## config.mk

```make
export PLATFORM = sky130hd
export DESIGN_NAME = fsc_sweeper
export DESIGN_NICKNAME = d
export VERILOG_FILES = /design/src/inc/fsc_pkg.sv /design/src/inc/fsc_trig_if.sv /design/src/rtl/fsc_trig_delay.sv /design/src/rtl/fsc_sweeper.sv
export SDC_FILE = /design/constraint.sdc
export NUM_CORES = 2
export LEC_CHECK = 0
export BUFFER_PORTS_ARGS = -buffer_cell sky130_fd_sc_hd__buf_2
export CAP_MARGIN = 20
export CORE_AREA = 8 8 327 265
export DETAILED_ROUTE_END_ITERATION = 8
export DIE_AREA = 0 0 335 273
export PLACE_DENSITY = 0.81
export SLEW_MARGIN = 40
export SYNTH_ARGS = -nofsm -noshare
export SYNTH_HDL_FRONTEND = slang
export SYNTH_SLANG_ARGS = --single-unit
export TNS_END_PERCENT = 1
```

## constraint.sdc

```tcl
create_clock -name clk -period 7.05 [get_ports clk]
set_input_delay 0.3525 -clock clk [delete_from_list [all_inputs] [get_ports clk]]
set_output_delay 0.3525 -clock clk [all_outputs]
set_load 0.005 [all_outputs]
```

## src/inc/fsc_pkg.sv

```systemverilog
// Package: register map, control field positions and state types of the sweep controller
package fsc_pkg;

  // ****************************************
  // Widths
  // ****************************************
  localparam int REG_W  = 30;
  localparam int ADDR_W = 5;
  localparam int HI_W   = 30;
  localparam int LO_W   = 18;
  localparam int WIDE_W = 48;
  localparam int DLY_W  = 21;
  localparam int REG_N  = 32;

  // ****************************************
  // Register offsets
  // ****************************************
  localparam logic [4:0] OFS_GPIO_MASTER = 5'h01;
  localparam logic [4:0] OFS_INT_DIV     = 5'h05;
  localparam logic [4:0] OFS_FRAC_HI     = 5'h06;
  localparam logic [4:0] OFS_FRAC_LO     = 5'h07;
  localparam logic [4:0] OFS_PIN_CFG     = 5'h08;
  localparam logic [4:0] OFS_SEED_HI     = 5'h0A;
  localparam logic [4:0] OFS_SEED_LO     = 5'h0B;
  localparam logic [4:0] OFS_DN_CNT_HI   = 5'h0C;
  localparam logic [4:0] OFS_DN_CNT_LO   = 5'h0D;
  localparam logic [4:0] OFS_SWEEP_CTL   = 5'h0E;
  localparam logic [4:0] OFS_UP_DWELL_HI = 5'h10;
  localparam logic [4:0] OFS_UP_DWELL_LO = 5'h11;
  localparam logic [4:0] OFS_UP_STEP_HI  = 5'h12;
  localparam logic [4:0] OFS_UP_STEP_LO  = 5'h13;
  localparam logic [4:0] OFS_UP_CNT_HI   = 5'h14;
  localparam logic [4:0] OFS_UP_CNT_LO   = 5'h15;

  // ****************************************
  // Field positions and reset values
  // ****************************************
  localparam int CTL_AUTO_A    = 2;
  localparam int CTL_AUTO_B    = 3;
  localparam int CTL_DLY_EN    = 7;
  localparam int CTL_AUTOSEED  = 8;
  localparam int CTL_SWEEP_EN  = 11;
  localparam int CTL_SPI_TRIG  = 12;
  localparam int CTL_PIN_TRIG  = 13;
  localparam int CTL_SYMM      = 22;
  localparam int CTL_SSTEP     = 24;
  localparam int CTL_ONE_WAY   = 25;
  localparam int CTL_DIR_UP    = 26;
  localparam int PIN_CFG_D_DIR = 13;
  localparam int GPIO_MASTER   = 4;
  localparam logic [29:0] REG_RST = 30'h0000_0000;

  typedef enum logic [1:0] {SW_IDLE, SW_WAIT, SW_RAMP, SW_DWELL} fsc_state_t;

endpackage : fsc_pkg

```

## src/inc/fsc_trig_if.sv

```systemverilog
// Interface: trigger request and delayed trigger between sweep core and delay unit
`timescale 1ns/100ps
`default_nettype none
interface fsc_trig_if;
  logic                     req;
  logic                     delay_en;
  logic [fsc_pkg::DLY_W-1:0] delay_len;
  logic                     ref_tick;
  logic                     fire;
  logic                     pending;

  modport core  (output req, delay_en, delay_len, ref_tick, input fire, pending);
  modport delay (input req, delay_en, delay_len, ref_tick, output fire, pending);
endinterface : fsc_trig_if
`default_nettype wire

```

## src/rtl/fsc_trig_delay.sv

```systemverilog
// Trigger delay unit: holds a trigger for a programmed number of reference periods
`timescale 1ns/100ps
`default_nettype none
module fsc_trig_delay
  import fsc_pkg::*;
(
  input  wire logic clk,
  input  wire logic arst_n,
  fsc_trig_if.delay tif
);

  typedef struct packed {
    logic             pend;
    logic [DLY_W-1:0] cnt;
    logic             fire;
  } fsc_dly_t;

  fsc_dly_t q_ff;
  fsc_dly_t nxt_q;

  // ****************************************
  // Next state
  // ****************************************
  always_comb begin
    nxt_q      = q_ff;
    nxt_q.fire = 1'b0;
    if (q_ff.pend) begin
      // A delay of zero releases at once rather than waiting for a reference period
      if (tif.delay_len == '0) begin
        nxt_q.pend = 1'b0;
        nxt_q.fire = 1'b1;
      end else if (tif.ref_tick) begin
        if (q_ff.cnt + 21'h00_0001 >= tif.delay_len) begin
          nxt_q.pend = 1'b0;
          nxt_q.fire = 1'b1;
        end else begin
          nxt_q.cnt = q_ff.cnt + 21'h00_0001;
        end
      end
    end else if (tif.req) begin
      if (tif.delay_en) begin
        nxt_q.pend = 1'b1;
        nxt_q.cnt  = '0;
      end else begin
        nxt_q.fire = 1'b1;
      end
    end
  end

  always_ff @(posedge clk or negedge arst_n) begin
    if (!arst_n) begin
      q_ff <= '0;
    end else begin
      q_ff <= nxt_q;
    end
  end

  assign tif.fire    = q_ff.fire;
  assign tif.pending = q_ff.pend;

  // ****************************************
  // Checks
  // ****************************************
  a_nodelay_pass: assert property (@(posedge clk) disable iff (!arst_n)
    (tif.req && !tif.delay_en && !q_ff.pend) |=> tif.fire)
    else $error("undelayed trigger not passed on the next cycle");

  a_delay_wait: assert property (@(posedge clk) disable iff (!arst_n)
    (tif.req && tif.delay_en && !q_ff.pend && tif.delay_len > 21'h00_0001)
      |=> !tif.fire ##0 q_ff.pend)
    else $error("delayed trigger fired too early");

  a_delay_hold: assert property (@(posedge clk) disable iff (!arst_n)
    (q_ff.pend && !tif.ref_tick && tif.delay_len != '0) |=> !tif.fire)
    else $error("delayed trigger fired without a reference period");

endmodule : fsc_trig_delay
`default_nettype wire

```

## src/rtl/fsc_sweeper.sv

```systemverilog
// Frequency sweep controller: registers, trigger selection and ramp engine
// Notes on behaviour
// Host loads start divider values first
// Host may load the 48-bit seed
// Sweep enable bit starts sweep operation
// Single-step clear: increments advance automatically
// Single-step set: one increment per trigger
// Bit 25 selects one-way or two-way
// Bits 2,3 select automatic or triggered
// Host uses user sweeps only triggered
// Host uses one-way sweeps only triggered
// Bit 26 sets initial sweep direction
// Bit 22 selects symmetrical or asymmetrical ramps
// Symmetrical ramps reuse up parameters both ways
// Host selects symmetrical mode for one-way
// Up dwell joins 30 upper, 18 lower
// Up step joins 30 upper, 18 lower
// Up count upper 30 bits from register
// Down count joins two registers
// Bit 13 clear takes serial-port triggers
// Bit 13 set takes pin triggers
// Host sets pin input and master enable
// Bit 7 enables trigger delay
// Delay spans programmed reference periods
// Up count lower 18 bits from next register
// Writing bit 12 issues a trigger
// Trigger pin acts on rising edge
// Busy flag spans first to last increment; busy rises at ramp start, before the first automatic increment
// Automatic ramp steps once per reference period
// Triggered two-way ramps alternate direction
`timescale 1ns/100ps
`default_nettype none
module fsc_sweeper
  import fsc_pkg::*;
(
  input  wire logic              clk,
  input  wire logic              arst_n,
  input  wire logic              reg_wr,
  input  wire logic [ADDR_W-1:0] reg_addr,
  input  wire logic [REG_W-1:0]  reg_wdata,
  input  wire logic [ADDR_W-1:0] rd_addr,
  output logic      [REG_W-1:0]  rd_data,
  input  wire logic              ref_tick,
  input  wire logic              trigger_input_pin,
  output logic                   trigger_pin_armed,
  output logic      [WIDE_W-1:0] frac_value,
  output logic      [WIDE_W-1:0] modulator_seed,
  output logic                   seed_load,
  output logic                   ramp_busy,
  output logic                   sweep_dir_up,
  output logic                   sweep_on
);

  typedef struct packed {
    logic [REG_N-1:0][REG_W-1:0] regs;
    fsc_state_t                  st;
    logic [WIDE_W-1:0]           frac;
    logic [WIDE_W-1:0]           step_cnt;
    logic [WIDE_W-1:0]           dwell_cnt;
    logic                        dir_up;
    logic                        at_end;
    logic                        busy;
    logic                        seed_load;
    logic                        pin_q;
    logic [REG_W-1:0]            rdata;
  } fsc_core_t;

  fsc_core_t q_ff;
  fsc_core_t nxt_q;

  fsc_trig_if tif ();

  // ****************************************
  // Address decode
  // ****************************************
  function automatic logic fsc_is_mapped(input logic [ADDR_W-1:0] a);
    case (a)
      OFS_GPIO_MASTER, OFS_INT_DIV, OFS_FRAC_HI, OFS_FRAC_LO, OFS_PIN_CFG,
      OFS_SEED_HI, OFS_SEED_LO, OFS_DN_CNT_HI, OFS_DN_CNT_LO, OFS_SWEEP_CTL,
      OFS_UP_DWELL_HI, OFS_UP_DWELL_LO, OFS_UP_STEP_HI, OFS_UP_STEP_LO,
      OFS_UP_CNT_HI, OFS_UP_CNT_LO: fsc_is_mapped = 1'b1;
      default:                      fsc_is_mapped = 1'b0;
    endcase
  endfunction : fsc_is_mapped

  // ****************************************
  // Control decode and wide parameters
  // ****************************************
  logic [REG_W-1:0]  ctl;
  logic              sweep_en;
  logic              auto_mode;
  logic              sstep;
  logic              one_way;
  logic              symm;
  logic              ctl_dir_up;
  logic [WIDE_W-1:0] start_frac;
  logic [WIDE_W-1:0] up_dwell;
  logic [WIDE_W-1:0] up_step;
  logic [WIDE_W-1:0] up_count;
  logic [WIDE_W-1:0] dn_count;
  logic [WIDE_W-1:0] cur_count;
  logic [WIDE_W-1:0] frac_plus;
  logic [WIDE_W-1:0] frac_minus;

  assign ctl        = q_ff.regs[OFS_SWEEP_CTL];
  assign sweep_en   = ctl[CTL_SWEEP_EN];
  assign auto_mode  = ctl[CTL_AUTO_A] & ctl[CTL_AUTO_B];
  assign sstep      = ctl[CTL_SSTEP];
  assign one_way    = ctl[CTL_ONE_WAY];
  assign symm       = ctl[CTL_SYMM];
  assign ctl_dir_up = ctl[CTL_DIR_UP];
  assign start_frac = {q_ff.regs[OFS_FRAC_HI], q_ff.regs[OFS_FRAC_LO][LO_W-1:0]};
  assign up_dwell   = {q_ff.regs[OFS_UP_DWELL_HI], q_ff.regs[OFS_UP_DWELL_LO][LO_W-1:0]};
  assign up_step    = {q_ff.regs[OFS_UP_STEP_HI], q_ff.regs[OFS_UP_STEP_LO][LO_W-1:0]};
  assign up_count   = {q_ff.regs[OFS_UP_CNT_HI][HI_W-1:0],
                       q_ff.regs[OFS_UP_CNT_LO][LO_W-1:0]};
  assign dn_count   = {q_ff.regs[OFS_DN_CNT_HI], q_ff.regs[OFS_DN_CNT_LO][LO_W-1:0]};
  // Down dwell and step have no register here, so both directions use the up values
  assign cur_count  = (q_ff.dir_up || symm) ? up_count : dn_count;
  assign frac_plus  = q_ff.frac + up_step;
  assign frac_minus = q_ff.frac - up_step;

  // ****************************************
  // Trigger selection
  // ****************************************
  logic spi_trig;
  logic pin_sel;
  logic pin_ok;
  logic pin_rise;
  logic raw_trig;
  logic trig;

  // The trigger bit is never stored, so it needs no clearing write
  assign spi_trig = reg_wr && (reg_addr == OFS_SWEEP_CTL) && reg_wdata[CTL_SPI_TRIG]
                    && !reg_wdata[CTL_PIN_TRIG];
  assign pin_sel  = ctl[CTL_PIN_TRIG];
  assign pin_ok   = !q_ff.regs[OFS_PIN_CFG][PIN_CFG_D_DIR]
                    && q_ff.regs[OFS_GPIO_MASTER][GPIO_MASTER];
  assign pin_rise = trigger_input_pin && !q_ff.pin_q;
  assign raw_trig = pin_sel ? (pin_rise && pin_ok) : spi_trig;

  assign tif.req       = raw_trig;
  assign tif.delay_en  = ctl[CTL_DLY_EN];
  assign tif.delay_len = q_ff.regs[OFS_INT_DIV][DLY_W-1:0];
  assign tif.ref_tick  = ref_tick;
  assign trig          = tif.fire;

  fsc_trig_delay u_dly (
    .clk    (clk),
    .arst_n (arst_n),
    .tif    (tif.delay)
  );

  // ****************************************
  // Next state
  // ****************************************
  logic              inc;
  logic              ramp_over;
  logic [WIDE_W-1:0] cnt_base;

  always_comb begin
    nxt_q           = q_ff;
    nxt_q.seed_load = 1'b0;
    nxt_q.pin_q     = trigger_input_pin;
    nxt_q.rdata     = fsc_is_mapped(rd_addr) ? q_ff.regs[rd_addr] : REG_RST;
    inc             = 1'b0;
    ramp_over       = 1'b0;
    cnt_base        = q_ff.step_cnt;

    if (reg_wr && fsc_is_mapped(reg_addr)) begin
      nxt_q.regs[reg_addr] = reg_wdata;
      if (reg_addr == OFS_SWEEP_CTL) begin
        nxt_q.regs[reg_addr][CTL_SPI_TRIG] = 1'b0;
      end
    end

    case (q_ff.st)
      SW_IDLE: begin
        nxt_q.frac   = start_frac;
        nxt_q.busy   = 1'b0;
        nxt_q.at_end = 1'b0;
        nxt_q.dir_up = ctl_dir_up;
        if (sweep_en) begin
          nxt_q.st = SW_WAIT;
        end
      end
      SW_WAIT: begin
        if (auto_mode || trig) begin
          if (one_way && q_ff.at_end) begin
            // One-way ramps hop back to the start and, in triggered mode, wait for the next trigger
            nxt_q.frac   = start_frac;
            nxt_q.at_end = 1'b0;
            nxt_q.dir_up = ctl_dir_up;
          end else begin
            nxt_q.st        = SW_RAMP;
            nxt_q.busy      = 1'b1;
            nxt_q.step_cnt  = '0;
            nxt_q.seed_load = ctl[CTL_AUTOSEED];
            cnt_base        = '0;
            inc             = sstep;
          end
        end
      end
      SW_RAMP: begin
        inc = sstep ? trig : ref_tick;
      end
      SW_DWELL: begin
        if (ref_tick) begin
          if (q_ff.dwell_cnt + 48'h1 >= up_dwell) begin
            ramp_over = 1'b1;
          end else begin
            nxt_q.dwell_cnt = q_ff.dwell_cnt + 48'h1;
          end
        end
      end
      default: begin
        nxt_q.st = SW_IDLE;
      end
    endcase

    if (inc) begin
      nxt_q.frac = q_ff.dir_up ? frac_plus : frac_minus;
      if (cnt_base + 48'h1 >= cur_count) begin
        nxt_q.busy = 1'b0;
        if (sstep) begin
          ramp_over = 1'b1;
        end else begin
          nxt_q.st        = SW_DWELL;
          nxt_q.dwell_cnt = '0;
        end
      end else begin
        nxt_q.step_cnt = cnt_base + 48'h1;
      end
    end

    if (ramp_over) begin
      nxt_q.st = SW_WAIT;
      if (one_way) begin
        nxt_q.at_end = 1'b1;
      end else begin
        nxt_q.dir_up = ~q_ff.dir_up;
      end
    end

    // Clearing the enable abandons any ramp in flight
    if (!sweep_en) begin
      nxt_q.st   = SW_IDLE;
      nxt_q.busy = 1'b0;
    end
  end

  always_ff @(posedge clk or negedge arst_n) begin
    if (!arst_n) begin
      q_ff <= '0;
    end else begin
      q_ff <= nxt_q;
    end
  end

  // ****************************************
  // Outputs
  // ****************************************
  assign rd_data           = q_ff.rdata;
  assign trigger_pin_armed = pin_sel && pin_ok;
  assign frac_value        = q_ff.frac;
  assign modulator_seed    = {q_ff.regs[OFS_SEED_HI], q_ff.regs[OFS_SEED_LO][LO_W-1:0]};
  assign seed_load         = q_ff.seed_load;
  assign ramp_busy         = q_ff.busy;
  assign sweep_dir_up      = q_ff.dir_up;
  assign sweep_on          = q_ff.st != SW_IDLE;

  // ****************************************
  // Checks
  // ****************************************
  a_sweep_enable: assert property (@(posedge clk) disable iff (!arst_n)
    (q_ff.st == SW_IDLE && sweep_en) |=> q_ff.st == SW_WAIT || !$past(sweep_en))
    else $error("sweep enable did not leave idle");

  a_auto_step: assert property (@(posedge clk) disable iff (!arst_n)
    (q_ff.st == SW_RAMP && !sstep && ref_tick && sweep_en && q_ff.dir_up)
      |=> q_ff.frac == $past(frac_plus))
    else $error("automatic increment missing in a reference period");

  a_sstep_hold: assert property (@(posedge clk) disable iff (!arst_n)
    (q_ff.st == SW_RAMP && sstep && !trig) |=> q_ff.frac == $past(q_ff.frac))
    else $error("single-step ramp moved without a trigger");

  a_oneway_hop: assert property (@(posedge clk) disable iff (!arst_n)
    (q_ff.st == SW_WAIT && sweep_en && one_way && q_ff.at_end && trig)
      |=> q_ff.frac == $past(start_frac) ##0 q_ff.st == SW_WAIT)
    else $error("one-way end trigger did not hop to start");

  a_auto_start: assert property (@(posedge clk) disable iff (!arst_n)
    (q_ff.st == SW_WAIT && sweep_en && auto_mode && !(one_way && q_ff.at_end))
      |=> q_ff.st != SW_WAIT)
    else $error("automatic mode did not start the ramp");

  a_init_dir: assert property (@(posedge clk) disable iff (!arst_n)
    (q_ff.st == SW_IDLE) |=> q_ff.dir_up == $past(ctl_dir_up))
    else $error("initial direction not taken from control");

  a_dir_flip: assert property (@(posedge clk) disable iff (!arst_n)
    (q_ff.st == SW_DWELL && ref_tick && sweep_en && !one_way
      && q_ff.dwell_cnt + 48'h1 >= up_dwell)
      |=> q_ff.dir_up != $past(q_ff.dir_up) ##0 q_ff.st == SW_WAIT)
    else $error("two-way ramp end did not reverse direction");

  a_spi_trigger: assert property (@(posedge clk) disable iff (!arst_n)
    (spi_trig && !pin_sel && !ctl[CTL_DLY_EN] && !tif.pending) |=> trig)
    else $error("serial-port trigger lost");

  a_pin_edge: assert property (@(posedge clk) disable iff (!arst_n)
    (pin_sel && pin_ok && !tif.pending && !ctl[CTL_DLY_EN])
      |=> trig == ($past(trigger_input_pin) && !$past(q_ff.pin_q)))
    else $error("pin trigger not taken on its rising edge");

  a_busy_ramp: assert property (@(posedge clk) disable iff (!arst_n)
    q_ff.busy == (q_ff.st == SW_RAMP))
    else $error("busy flag out of step with the ramp");

endmodule : fsc_sweeper
`default_nettype wire

```

# == Word-level counts from Yosys, hierarchy flattened ==
# Memories as Yosys holds them, arrays and structs flattened.
# Index checks and enable logic that the tools add are counted.
# W data, S select, Z words.
# totals
out_inout_bits,131
regBits,1164
mem_bits_rw,0
latchBits,0
mem_bits_ro,64
wordCells,158
memories,2
# op_classes
reduce_logical,23
n_shift,0
order_cmp,6
muxes,64
n_mul,0
add_sub_neg,5
n_bitwise,4
div_mod_pow,0
n_eq_ne,9
# memory_table
name,depth,width,rd,rd_clocked_by_memory_dff,write_ports,line,text
(name not given),32,1,1,0,0,fsc_sweeper.sv:77,case (a)
(name not given),32,1,1,0,0,fsc_sweeper.sv:77,
# op_table
cell,count
$and A960 B960 Y960,1
$bwmux W960,1
$mux W960,1
$not A960 Y960,1
$mux W48,13
$demux W30 S5,2
$bmux W30 S5,1
$mux W146,1
$pmux W50 S2,1
$mux W98,1
$add A48 B1 Y48 const B,2
$ge A48 B48 Y1,2
$mux W30,3
$mux W23,3
$add A48 B48 Y48,1
$sub A48 B48 Y48,1
$mux W21,2
$mux W22,1
$add A21 B1 Y21 const B,1
$ge A21 B21 Y1,1
$logic_not A21 Y1,1
$mux W1,21
$mux W2,9
$mux W13,1
20 further kinds,39

# == Longest topological paths before layout ==
# logic_depth
ltp_word,10
ltp_mapped,22

# == Modules after synthesis ==
# From an unflattened synthesis, not the netlist that was laid out.
# unflattened
hier_cells,4486
hier_area_um2,47554.4
# by_module_without_submodules
module,area_each_um2,n_inst,seq_area_each_um2,cells_each
fsc_sweeper,45532.4,1,20669.8,4239
fsc_trig_delay,2021.9,1,575.6,247

# == Worst setup path before layout ==
# No wires, ideal clock.
# synth_path
path_kind,reg-to-reg
from,register q_ff[180] in the netlist's numbering
to,register q_ff[120] in the netlist's numbering
arrival_time_ps,4523
required_time_ps,6970
period_less_slack_ps,4603
slack_ps,2447
path_stages_with_launch,23
cell_sequence,dfrtp_1 > inv_1 > ha_1 > clkbuf_1 > nand3_1 > nand4_4 > nor3_2 > nand2_1 > or4_1 > buf_2 > nor3_1 > xnor2_1 > ha_1 > a21oi_1 > o21ai_0 > a221oi_1 > o211ai_1 > nor4_2 > o21ai_0 > clkbuf_1 > clkbuf_1 > nor3_1 > xnor2_1
# synth_rtl
item,line,text
"start, declared",fsc_sweeper.sv:68,fsc_core_t q_ff;
"start signal, assigned",fsc_sweeper.sv:256,q_ff <= nxt_q;

==> impl_metrics.tcl <==
set metrics [dict create \
    routed_wirelength_um 142000 \
    synth_nets 4699 \
    die_height_um 273 \
    final_antenna_net_count 0 \
    post_synth_mux_area_share 0.193 \
    peakVddDrop_uv 215 \
    synth-compound-area-share 0.103 \
    synth_enable_flop_cells 0 \
    die-area_um2 91500 \
    drive_above_1_share 0.246 \
    clk_path_buf_depth 3 \
    slew_headroom 0.393 \
    synth.top_cells.by_area "dfrtp_1 (45%), mux2_2 (12%), mux4_2 (5.6%)" \
    cts_root_buf "clkbuf_16" \
    dr.first_iter.drc_count 4461 \
    unrepaired_setup_endpoints_after_global_routing "no" \
    layoutNonFillerInstCount 5398 \
    hold_path_class "primary input to register" \
    cts.htree.levels 3 \
    total_leakage_power_nw 23.9 \
    place_congestion 0.973 \
    synth_top_flop_cell "dfrtp_1" \
    async_flop_share 1.00 \
    cts_tree "built" \
    yosys.area_share.xor_xnor 0.0383 \
    worstReg2RegEnd "q_ff[86]" \
    data_required_time_at_the_worst_endpoint_ns 7.58 \
    syn_to_final_growth_pct 6.97 \
    grt-ovfl-total 0 \
    crit_type "register to register" \
    synth_cell_types 87 \
    post-route-worst-setup-slack_ns 0.886 \
    min_from "reg_wdata[11]" \
    min_to "ctl[11]" \
    final.period_utilization 0.874 \
    nature_of_the_critical_path_endpoint "register" \
    floorplan.core_area_um2 81400 \
    cellPowerDensity_nw_per_um2 328 \
    critPathMaxFanout 43 \
    place_inst 5233 \
    fin_setup_tns_ns 0 \
    initial_antenna_violation_count 8 \
    place_worst_setup_slack_ns 1.13 \
    slew_violations 0 \
    via_count_normalized_by_instance_count 6.62 \
    syn_avg_cell_area_um2 10.8 \
    synthDominantCellAreaShare 0.448 \
    grt_pass1_vias 35015 \
    skew_ns 0.0251 \
    maximum_clock_frequency_ghz 0.162 \
    postLayoutCoreUtil 0.635 \
    cp.arrival_ns 6.70 \
    run_status "completed" \
    synth_simple_gate_area_share 0.108 \
    synth_top_family_by_area "multiplexers" \
    post_synth_most_frequent_cells "dfrtp_1 (864), mux2_2 (497), clkbuf_1 (381), nand2_1 (283), a21oi_1 (242)" \
    post_layout_minimum_cycle_time_ns 6.16 \
    detailed_route_drc_error_count 0 \
    clk_pin_slew_ns 0.07 \
    routedWlPerCell_um 26.3 \
    timing_hold_violations_final 0 \
    regToRegStartpoint "q_ff[180]" \
    yosys_register_bits 864 \
    synth_most_common_cell "dfrtp_1" \
    ioPinCount 176 \
    worstSetupStartpointType "register" \
    placed_area_um2 48600 \
    synth_area_um2 48300 \
    detailroute.via_count 35713 \
    finalNetCount 4438 \
    start_util 0.594 \
    grt_pass1_wl_um 217000 \
    postSynthCellCount 4482 \
    die_width_um 335 \
    seq_area_frac_synth 0.448 \
    numCtsBuffers 86 \
    detailed_place_hpwl_um 98000 \
    io_buffers 175 \
    tritoncts_num_sinks 864 \
    cap_violations 0 \
    timing_worst_slew_pin_value_ns 0.901 \
    gr-usage-all-layers 0.304 \
    dr.pass1.iters 6 \
    synth-warning-count 0 \
    worst_skew_pair.late_latency_ns 0.67 \
    r2r_cells 17 \
    std_cell_rows 94 \
    grt_start_max_net_pins 155 \
    synth_top_area_cell "dfrtp_1" \
    synth_fa_ha_area_frac 0.0447 \
    finalInstanceArea_um2 51700 \
    reg2reg_setup_slack_ns 0.89 \
    hold_ws_ns 0.143 \
    hold_path_depth 3 \
    setup_violating_endpoint_count_in_the_final_report 0 \
    fin_total_pwr_mw 16.9 \
]
worst max-delay path, cell delays in order (launching register included):
cell and delay, ns:
dfrtp_1 0.44, inv_1 0.09, ha_1 0.31, nand3_1 0.20, buf_4 0.46, nand4_1 0.24, nor3_1 0.41, nand4_1 0.39
or3_1 0.45, a21oi_1 0.16, ha_1 0.27, and4_1 0.17, a221oi_1 0.55, o211ai_1 0.24, nor4_2 0.52, o21a_1 0.72
a21boi_0 0.21, o21a_1 0.22
where the power goes:
part	internal (mW)	switching [mW]
clock	2.76	2.11
sequential	5.66	0.775
combinational	2.29	3.34
what timing repair did:
item / in CTS / in global routing
hold buffers: 2 / 0
gates resized for setup: 0 / 0
endpoints found under the hold margin: 103 / 0
setup buffers: 0 / 0
endpoints found under the setup margin: 0 / 0
area by class of cell:
class | instances | area, um2
Sequential cell | 864 | 21600
Timing Repair Buffer | 233 | 1560
Tap cell | 1104 | 1380
Inverter | 125 | 469
Antenna cell | 3 | 7.51
Clock inverter | 44 | 558
Clock buffer | 114 | 2430
Multi-Input combinational cell | 2911 | 23700
Fill cell | 6200 | 29700
sequential cells by signal, summed over array words and instances, names as in the netlist:
| signal | flops |
|---|---|
| modulator_seed | 48 |
| seed_load | 1 |
| u_dly.tif.pending | 1 |
| dn_count | 48 |
| q_ff | 634 |
| sweep_dir_up | 1 |
| u_dly.tif.fire | 1 |
| frac_value | 48 |
| u_dly.q_ff | 21 |
| rd_data | 30 |
| ramp_busy | 1 |
| ctl | 30 |
kinds of logic after synthesis:
kind of cell               Yosys count
AOI/OAI and AO/OA                  786
and+or+nand+nor                   1023
xor gates and xnor gates           211
buffers and inverters              707
adders and majority gates          172
muxes                              719
DFF                                864
routing by layer:
layer  vias to the layer above  GRT usage  wire, um
li1                      15391          -         -
met1                     18006      0.429     58200
met2                      1984      0.439     60500
met3                       322      0.102     17600
met4                        10      0.107      5330
met5                         -          0        69
worst max path at each step:
stage               from         to  slack, ns
2_1_floorplan  q_ff[180]  q_ff[120]       2.45
3_3_place_gp   q_ff[180]   q_ff[84]       1.34
3_5_place_dp   q_ff[180]   q_ff[86]       1.13
4_1_cts        q_ff[180]  q_ff[115]       1.09
5_1_grt        q_ff[180]   q_ff[93]       0.53
6_report       q_ff[180]   q_ff[86]       0.89
cells in the final DEF (no fill, tap or decap), types with 12 or more instances in the layout:
| cell type | n |
|---|---|
| a221o_1 | 13 |
| nor4_1 | 18 |
| nand4_1 | 59 |
| mux2_2 | 497 |
| a21boi_0 | 13 |
| buf_2 | 171 |
| a21o_1 | 42 |
| mux2i_1 | 101 |
| o211ai_1 | 25 |
| dfrtp_1 | 863 |
| or3_1 | 33 |
| inv_1 | 125 |
| mux4_2 | 121 |
| nor3_1 | 58 |
| o221ai_1 | 22 |
| nor2_1 | 221 |
| a22oi_1 | 19 |
| o21a_1 | 36 |
| nor2b_1 | 46 |
| clkbuf_1 | 14 |
| clkbuf_16 | 89 |
| nand3_1 | 111 |
| a31oi_1 | 46 |
| ha_1 | 171 |
| o21bai_1 | 15 |
| and2_1 | 14 |
| a21oi_1 | 241 |
| nand2b_1 | 12 |
| xor2_1 | 94 |
| and3_1 | 59 |
| a211oi_1 | 59 |
| clkinvlp_4 | 18 |
| xnor2_1 | 117 |
| nand2_1 | 282 |
| o21ai_0 | 154 |
| o31ai_1 | 25 |
| buf_4 | 40 |
| or4_1 | 29 |
Power figures use the tool's default switching activity.
